===== config.mk =====
export PLATFORM = sky130hd
export DESIGN_NAME = cms_exec
export DESIGN_NICKNAME = d
export VERILOG_FILES = /design/src/hw/cms_pkg.sv /design/src/hw/cms_exec.sv
export VERILOG_INCLUDE_DIRS = /design/src /design/src/hw
export SDC_FILE = /design/constraint.sdc
export NUM_CORES = 1
export LEC_CHECK = 0
export ABC_AREA = 0
export CAP_MARGIN = 20
export CORE_MARGIN = 1
export CORE_UTILIZATION = 50
export DETAILED_ROUTE_END_ITERATION = 10
export DONT_BUFFER_PORTS = 1
export MAX_ROUTING_LAYER = met4
export PLACE_DENSITY = 0.61
export SLEW_MARGIN = 20
export SYNTH_ARGS = -nofsm -noshare
export SYNTH_HDL_FRONTEND = slang
export SYNTH_SLANG_ARGS = --single-unit

===== constraint.sdc =====
create_clock -name pclk -period 3.9 [get_ports pclk]
set_clock_uncertainty 0.15 [all_clocks]
set_input_delay 0.585 -clock pclk [delete_from_list [all_inputs] [get_ports pclk]]
set_output_delay 0.585 -clock pclk [all_outputs]
set_load 0.02 [all_outputs]

===== src/hw/cms_params.svh =====
// Constants for the move and shift execution block
`ifndef CMS_PARAMS_SVH
`define CMS_PARAMS_SVH

// APB register byte offsets
`define CMS_OFF_CTRL     12'h000
`define CMS_OFF_STATUS   12'h004
`define CMS_OFF_WREG     12'h008
`define CMS_OFF_BANK     12'h00c
`define CMS_OFF_PCHIGH   12'h010
`define CMS_OFF_PTR0     12'h014
`define CMS_OFF_PTR1     12'h018

// Field positions
`define CMS_CTRL_EN_BIT  0
`define CMS_STAT_C_BIT   0
`define CMS_STAT_Z_BIT   1
`define CMS_STAT_BSY_BIT 2

// Reset values
`define CMS_RST_CTRL     1'b0
`define CMS_RST_WREG     8'h00
`define CMS_RST_BANK     6'h00
`define CMS_RST_PCHIGH   7'h00
`define CMS_RST_PTR      16'h0000

// File addresses of the two indirect access ports
`define CMS_IND0_ADDR    7'h00
`define CMS_IND1_ADDR    7'h01

// Pointer update mode encodings
`define CMS_MODE_PREINC  2'b00
`define CMS_MODE_PREDEC  2'b01
`define CMS_MODE_POSTINC 2'b10
`define CMS_MODE_POSTDEC 2'b11

`endif


===== src/hw/cms_pkg.sv =====
// Types for the move and shift execution block
package cms_pkg;

	// Operations handled by this block
	typedef enum logic [2:0] {
		CMS_NOP,
		logical_shift_right_op,
		copy_file_op,
		indirect_load_op,
		load_bank_select_op,
		load_page_latch_op,
		load_literal_op
	} cms_op_t;

	// Sequencer states
	typedef enum logic {
		CMS_IDLE,
		CMS_WAIT_RD
	} cms_state_t;

	// Decoded instruction from the decode stage
	typedef struct packed {
		logic       valid;
		cms_op_t    op;
		logic [6:0] f_addr;
		logic [7:0] f_data;
		logic       dest;
		logic       ptr_sel;
		logic [1:0] pointer_update_mode;
		logic       rel;
		logic [5:0] offset;
		logic [7:0] literal;
	} cms_instr_t;

	// Data memory request
	typedef struct packed {
		logic        valid;
		logic        we;
		logic [15:0] addr;
		logic [7:0]  wdata;
	} cms_mem_req_t;

	// File register write-back
	typedef struct packed {
		logic       valid;
		logic [6:0] addr;
		logic [7:0] data;
	} cms_file_wr_t;

endpackage : cms_pkg


===== src/hw/cms_exec.sv =====
// Move and shift instruction execution unit with APB register view
// Functional notes
// - Right shift: zero in, bit0 to carry
// - Destination zero writes W, one file
// - Copy file sets zero flag, one cycle unless copying from an indirect port
// - Indirect load through selected pointer into W
// - Mode picks pre/post increment or decrement
// - Relative offset -32..31, pointer unchanged
// - Indirect port redirects copy file to pointed location
// - Pointers are 16-bit and wrap
// - Bank literal loads, flags untouched
// - Page latch literal loads, flags untouched
// - Literal loads W, flags untouched
`timescale 1ns/1ps
`include "cms_params.svh"

module cms_exec
	import cms_pkg::*;
#(
	parameter int PTR_W = 16
) (
	input  wire logic         pclk,
	input  wire logic         presetn,
	input  wire logic         psel,
	input  wire logic         penable,
	input  wire logic         pwrite,
	input  wire logic [11:0]  paddr,
	input  wire logic [31:0]  pwdata,
	output logic [31:0]       prdata,
	output logic              pready,
	output logic              pslverr,
	input  wire cms_instr_t   instr_i,
	output logic              instr_ready,
	output cms_mem_req_t      mem_req,
	input  wire logic         mem_rvalid,
	input  wire logic [7:0]   mem_rdata,
	output cms_file_wr_t      file_wr,
	output logic              done,
	output logic [7:0]        wreg,
	output logic              c_flag,
	output logic              z_flag,
	output logic [5:0]        bank_select_register,
	output logic [6:0]        program_counter_high_latch,
	output logic [PTR_W-1:0]  pointer_register [2]
);

	// True for the two file addresses that have no storage
	function automatic logic is_ind(input logic [6:0] a);
		is_ind = (a == `CMS_IND0_ADDR) || (a == `CMS_IND1_ADDR);
	endfunction : is_ind

	cms_state_t  state;
	logic        ctrl_en;
	cms_op_t     pend_op;
	logic        pend_dest;
	logic [15:0] pend_ea;

	// Unpacked instruction fields
	cms_op_t     in_op;
	logic [7:0]  in_fdata;
	logic        in_dest;
	logic        in_sel;
	assign in_op    = instr_i.op;
	assign in_fdata = instr_i.f_data;
	assign in_dest  = instr_i.dest;
	assign in_sel   = instr_i.ptr_sel;

	logic             fire;
	logic             need_mem;
	logic             mem_done;
	logic             fin;
	cms_op_t          cur_op;
	logic             cur_dest;
	logic [7:0]       src;
	logic [7:0]       next_res;
	logic             next_c;
	logic             upd_c;
	logic             upd_z;
	logic             wr_w;
	logic             wr_file;
	logic             wr_mem;
	logic [PTR_W-1:0] ptr_cur;
	logic [PTR_W-1:0] next_ptr;
	logic [PTR_W-1:0] ea;
	logic             ptr_upd;
	logic             sel_ptr;

	assign instr_ready = (state == CMS_IDLE) && ctrl_en;
	assign fire        = instr_ready && instr_i.valid;
	// Copy from an indirect port needs the data memory too
	assign need_mem    = (in_op == indirect_load_op) || ((in_op == copy_file_op) && is_ind(instr_i.f_addr));
	assign mem_done    = (state == CMS_WAIT_RD) && mem_rvalid;
	assign fin         = (fire && !need_mem) || mem_done;
	assign cur_op      = (state == CMS_IDLE) ? in_op : pend_op;
	assign cur_dest    = (state == CMS_IDLE) ? in_dest : pend_dest;
	assign src         = (state == CMS_IDLE) ? in_fdata : mem_rdata;

	// Copy through an indirect port uses the port's own pointer
	assign sel_ptr = (in_op == copy_file_op) ? (instr_i.f_addr == `CMS_IND1_ADDR) : in_sel;
	assign ptr_cur = pointer_register[sel_ptr];

	// Effective address and pointer write-back
	always_comb begin
		ea       = ptr_cur;
		next_ptr = ptr_cur;
		ptr_upd  = 1'b0;
		if (in_op == indirect_load_op) begin
			if (instr_i.rel) begin
				ea = ptr_cur + {{(PTR_W-6){instr_i.offset[5]}}, instr_i.offset};
			end else begin
				ptr_upd = 1'b1;
				case (instr_i.pointer_update_mode)
					`CMS_MODE_PREINC: begin
						next_ptr = ptr_cur + 1'b1;
						ea       = next_ptr;
					end
					`CMS_MODE_PREDEC: begin
						next_ptr = ptr_cur - 1'b1;
						ea       = next_ptr;
					end
					`CMS_MODE_POSTINC: next_ptr = ptr_cur + 1'b1;
					default: next_ptr = ptr_cur - 1'b1;
				endcase
			end
		end
	end

	// Result, flags and destination decode
	always_comb begin
		next_res = src;
		next_c   = c_flag;
		upd_c    = 1'b0;
		upd_z    = 1'b0;
		wr_w     = 1'b0;
		wr_file  = 1'b0;
		wr_mem   = 1'b0;
		case (cur_op)
			logical_shift_right_op: begin
				next_res = {1'b0, src[7:1]};
				next_c   = src[0];
				upd_c    = 1'b1;
				upd_z    = 1'b1;
				wr_w     = !cur_dest;
				wr_file  = cur_dest;
			end
			copy_file_op: begin
				upd_z   = 1'b1;
				wr_w    = !cur_dest;
				wr_file = cur_dest && (state == CMS_IDLE);
				wr_mem  = cur_dest && (state == CMS_WAIT_RD);
			end
			indirect_load_op: begin
				upd_z = 1'b1;
				wr_w  = 1'b1;
			end
			load_literal_op: begin
				next_res = instr_i.literal;
				wr_w     = 1'b1;
			end
			default: begin
				next_res = src;
			end
		endcase
	end

	// Sequencer: one cycle unless a memory read is outstanding
	always_ff @(posedge pclk or negedge presetn) begin
		if (!presetn) begin
			state     <= CMS_IDLE;
			pend_op   <= CMS_NOP;
			pend_dest <= 1'b0;
			pend_ea   <= 16'h0000;
		end else if (fire && need_mem) begin
			state     <= CMS_WAIT_RD;
			pend_op   <= in_op;
			pend_dest <= in_dest;
			pend_ea   <= ea;
		end else if (mem_done) begin
			state <= CMS_IDLE;
		end
	end

	// Memory request: read on issue, write-back for redirected copy
	always_ff @(posedge pclk or negedge presetn) begin
		if (!presetn) begin
			mem_req <= '0;
		end else if (fire && need_mem) begin
			mem_req <= '{valid: 1'b1, we: 1'b0, addr: ea, wdata: 8'h00};
		end else if (fin && wr_mem) begin
			mem_req <= '{valid: 1'b1, we: 1'b1, addr: pend_ea, wdata: next_res};
		end else begin
			mem_req <= '0;
		end
	end

	// File register write-back
	always_ff @(posedge pclk or negedge presetn) begin
		if (!presetn) begin
			file_wr <= '0;
			done    <= 1'b0;
		end else begin
			file_wr <= '{valid: fin && wr_file, addr: instr_i.f_addr, data: next_res};
			done    <= fin;
		end
	end

	// APB decode
	logic apb_wr;
	logic hit;
	assign apb_wr  = psel && penable && pwrite;
	assign pready  = 1'b1;
	assign hit     = (paddr == `CMS_OFF_CTRL) || (paddr == `CMS_OFF_STATUS) || (paddr == `CMS_OFF_WREG)
		|| (paddr == `CMS_OFF_BANK) || (paddr == `CMS_OFF_PCHIGH) || (paddr == `CMS_OFF_PTR0)
		|| (paddr == `CMS_OFF_PTR1);
	assign pslverr = psel && penable && !hit;

	always_comb begin
		prdata = 32'h0000_0000;
		if (paddr == `CMS_OFF_CTRL) begin
			prdata[`CMS_CTRL_EN_BIT] = ctrl_en;
		end else if (paddr == `CMS_OFF_STATUS) begin
			prdata[`CMS_STAT_C_BIT]   = c_flag;
			prdata[`CMS_STAT_Z_BIT]   = z_flag;
			prdata[`CMS_STAT_BSY_BIT] = (state != CMS_IDLE);
		end else if (paddr == `CMS_OFF_WREG) begin
			prdata[7:0] = wreg;
		end else if (paddr == `CMS_OFF_BANK) begin
			prdata[5:0] = bank_select_register;
		end else if (paddr == `CMS_OFF_PCHIGH) begin
			prdata[6:0] = program_counter_high_latch;
		end else if (paddr == `CMS_OFF_PTR0) begin
			prdata[PTR_W-1:0] = pointer_register[0];
		end else if (paddr == `CMS_OFF_PTR1) begin
			prdata[PTR_W-1:0] = pointer_register[1];
		end
	end

	// Control register gates instruction issue
	always_ff @(posedge pclk or negedge presetn) begin
		if (!presetn) begin
			ctrl_en <= `CMS_RST_CTRL;
		end else if (apb_wr && paddr == `CMS_OFF_CTRL) begin
			ctrl_en <= pwdata[`CMS_CTRL_EN_BIT];
		end
	end

	// Working register; execution wins over a software write
	always_ff @(posedge pclk or negedge presetn) begin
		if (!presetn) begin
			wreg <= `CMS_RST_WREG;
		end else if (fin && wr_w) begin
			wreg <= next_res;
		end else if (apb_wr && paddr == `CMS_OFF_WREG) begin
			wreg <= pwdata[7:0];
		end
	end

	// Status flags; literal loads never touch them
	always_ff @(posedge pclk or negedge presetn) begin
		if (!presetn) begin
			c_flag <= 1'b0;
			z_flag <= 1'b0;
		end else if (fin && (upd_c || upd_z)) begin
			if (upd_c) begin
				c_flag <= next_c;
			end
			z_flag <= (next_res == 8'h00);
		end else if (apb_wr && paddr == `CMS_OFF_STATUS) begin
			c_flag <= pwdata[`CMS_STAT_C_BIT];
			z_flag <= pwdata[`CMS_STAT_Z_BIT];
		end
	end

	// Bank select and page latch literals
	always_ff @(posedge pclk or negedge presetn) begin
		if (!presetn) begin
			bank_select_register       <= `CMS_RST_BANK;
			program_counter_high_latch <= `CMS_RST_PCHIGH;
		end else if (fire && in_op == load_bank_select_op) begin
			bank_select_register <= instr_i.literal[5:0];
		end else if (fire && in_op == load_page_latch_op) begin
			program_counter_high_latch <= instr_i.literal[6:0];
		end else if (apb_wr && paddr == `CMS_OFF_BANK) begin
			bank_select_register <= pwdata[5:0];
		end else if (apb_wr && paddr == `CMS_OFF_PCHIGH) begin
			program_counter_high_latch <= pwdata[6:0];
		end
	end

	// Pointer registers; wrap comes free from the fixed width
	for (genvar i = 0; i < 2; i++) begin : g_ptr
		logic [11:0] ptr_off;
		assign ptr_off = (i == 0) ? `CMS_OFF_PTR0 : `CMS_OFF_PTR1;
		always_ff @(posedge pclk or negedge presetn) begin
			if (!presetn) begin
				pointer_register[i] <= `CMS_RST_PTR;
			end else if (fire && ptr_upd && sel_ptr == 1'(i)) begin
				pointer_register[i] <= next_ptr;
			end else if (apb_wr && paddr == ptr_off) begin
				pointer_register[i] <= pwdata[PTR_W-1:0];
			end
		end
	end
endmodule : cms_exec


==> results.json <==
{
  "outcome": "finished, final reports clean",
  "dpl.hpwl_um": 19900,
  "die_h_um": 130,
  "netlist_area_um2": 8250,
  "crit_chain": "nor4_4, a32o_2, buf_4, mux2i_1, inv_1, ha_1, a21o_1, a222oi_1, o21ai_1, a31oi_2, mux2_2, nor4_2, buf_4, a31o_1",
  "dp_worst_setup_slack_ps": -211,
  "drc": 0,
  "min_period_ps": 3680,
  "synth_top_family_by_area": "compound AO/OA/AOI/OAI gates",
  "vias": 7585,
  "max_clock_freq_ghz": 0.272,
  "min_to": "file_wr[8]",
  "grt_max_degree": 121,
  "tightest_slew_ps": 1020,
  "p_int_uw": 2390,
  "critPathKind": "input pin to flip-flop",
  "synth_xor_area_frac": 0.0253,
  "synthCells": 925,
  "hold_viol_final": 0,
  "syn_area_per_cell_um2": 8.92,
  "holdPathStages": 0,
  "synth-simple-area-share": 0.178,
  "min_from": "instr_i[27]",
  "first_pass_iters": 5,
  "combPwrFrac": 0.077,
  "start_kind": "input pin",
  "cts_tree": "done",
  "area_growth_pct": 16.7,
  "drv_cap": 0,
  "viasPerCell": 6.25,
  "p_seq_frac": 0.411,
  "worstSkewPairLatency_ps": 430,
  "endpoint_kind": "flip-flop",
  "clockPowerShare": 0.511,
  "die_area_um2": 17000,
  "grt_pass1_wl_um": 41000,
  "slowest_delay_ps": 360,
  "r2r_start": "pointer_register[18]",
  "worst_ep_arrival_time_ps": 3890,
  "async_flop_share": 1.00,
  "synth.top_cell.area_share": 0.364,
  "seq_area_frac_synth": 0.364,
  "ff2ff_path_depth": 12,
  "crit_required_ps": 4110,
  "p_sw_uw": 782,
  "swShare": 0.246,
  "cp_max_fo": 9,
  "place_inst": 1180,
  "ys_seq_elements": 120,
  "die_x_um": 130,
  "powerDensity_nw_per_um2": 330,
  "fp-row-count": 46,
  "root_buffer": "clkbuf_16",
  "synth_edf_count": 0,
  "hold_slack_ps": 35.9,
  "cp_top_family": "compound AO/OA/AOI/OAI gates",
  "timing.final.crit_share": 0.944,
  "cts.sink_count": 120,
  "r2r_slack_ps": 640,
  "ys_top_cells_by_area": "dfrtp_1 (36%), mux2i_1 (7.0%), mux2_2 (5.1%)",
  "synthTopCellsByCount": "dfrtp_1 (120), nand2_1 (106), nor2_1 (77)",
  "min_path_type": "input pin to flip-flop",
  "max_slew_margin": 0.317,
  "power_leakage_uw": 0.00452,
  "muxShareOfSynthArea": 0.133,
  "cpMaxStageDelayCell": "mux2_2",
  "io_pins": 229,
  "fin_nets": 1098,
  "rsz0062_at_grt": "false",
  "cts.clk_slew.worst_paths_ps": 60,
  "crit_buf_inv": 3,
  "antenna_found_initial": 0,
  "r2r_end": "mem_req[20]",
  "drt_iter0_drc": 615,
  "core_um2": 16000,
  "initial_utilization": 0.515,
  "total_power_uw": 3170,
  "clockBufferDepth": 2,
  "synth.most_common_cell": "dfrtp_1",
  "drv_slew": 0,
  "grt_usage": 0.329,
  "ir_worst_vdd_v": 0.000312,
  "wire_per_inst_um": 21.8,
  "synth_compound_area_frac": 0.216,
  "portBuffers": 0,
  "ant_nets": 0,
  "yosys.cell_types.count": 82,
  "numCtsBuffers": 17,
  "cp_common_cell": "buf_4",
  "cts_setup_buffers": 0,
  "diodes": 0,
  "grt_remaining_overflow": 0,
  "synth_area_leader_cell": "dfrtp_1",
  "setup_tns_ps": 0,
  "finalSetupViolCount": 0,
  "synth_fa_ha_area_frac": 0.0281,
  "fin_ws_ps": 220,
  "yosys_warnings": 0,
  "synth_ff_type": "dfrtp_1",
  "grt_pass1_vias": 7427,
  "wl_um": 26500,
  "drive_above_1_share": 0.197,
  "gp_congestion": 0.930,
  "htreeDepth": 4,
  "instances_no_fill": 1213
}
[power by group through the flow]
stage,Combinational [uW],Clock [uW],Sequential (uW)
4_1_cts,243,1640,1310
3_5_place_dp,212,0,1330
5_1_grt,269,1700,1310
6_report,244,1620,1310
3_3_place_gp,208,0,1330
2_1_floorplan,185,0,1320
[layout by cell type (no fill, tap or decap), drive strengths merged, types with 26 or more instances in the layout]
cell type  count
a21oi         76
buf           87
dfrtp        120
inv           32
mux2          37
mux2i         63
nand2        106
nand3         26
nor2          78
o21ai         59
[cell families (layout without fill, tap and decap cells)]
group | after synthesis | in the layout
AND/OR/NAND/NOR | 304 | 304
AO/OA/AOI/OAI | 261 | 261
flip-flops | 120 | 120
multiplexers | 101 | 101
buffers and inverters | 96 | 153
XOR/XNOR | 23 | 23
adder cells (fa/ha/maj) | 18 | 18
other | 2 | 17
[per-layer routing]
metal,wire length (um),vias to the layer above,global-route usage
li1,-,3480,-
met1,10400,3711,0.380
met2,13500,337,0.563
met3,1800,57,0.0688
met4,767,0,0.127
met5,0,-,-
[through the flow]
step,area [um2],utilization
floorplan,8380,-
global placement,8960,0.560
detailed placement,8960,0.560
CTS,9610,0.600
global route,9620,0.601
finish,9620,0.601
[flip-flops by register name, summed over array words and instances, names as in the netlist]
name / count
pointer_register: 32
mem_req: 26
file_wr: 16
pend_ea: 16
wreg: 8
program_counter_high_latch: 7
bank_select_register: 6
pend_op: 3
c_flag: 1
ctrl_en: 1
done: 1
pend_dest: 1
state: 1
z_flag: 1
[how the worst max path moves through the flow]
stage	start	endpoint	depth (start not counted)
6_report	instr_i[30]	mem_req[20]	14
4_1_cts	instr_i[30]	mem_req[20]	14
3_3_place_gp	instr_i[30]	mem_req[20]	15
3_5_place_dp	instr_i[30]	mem_req[20]	14
2_1_floorplan	instr_i[34]	mem_req[20]	18
5_1_grt	instr_i[30]	mem_req[20]	15
[cell type report]
cell class                      instances  area, um2
Tap cell                              216        270
Timing Repair Buffer                   88        683
Multi-Input combinational cell        724       4930
Fill cell                            1463       6380
Sequential cell                       120       3000
Inverter                               34        128
Clock buffer                           20        457
Clock inverter                         11        149
[repair_timing]
action / in CTS / in global routing
hold endpoints to repair: 120 / 0
hold buffers: 2 / 0
resized for setup: 0 / 2
setup endpoints to repair: 0 / 1
Power figures use the tool's default switching activity.
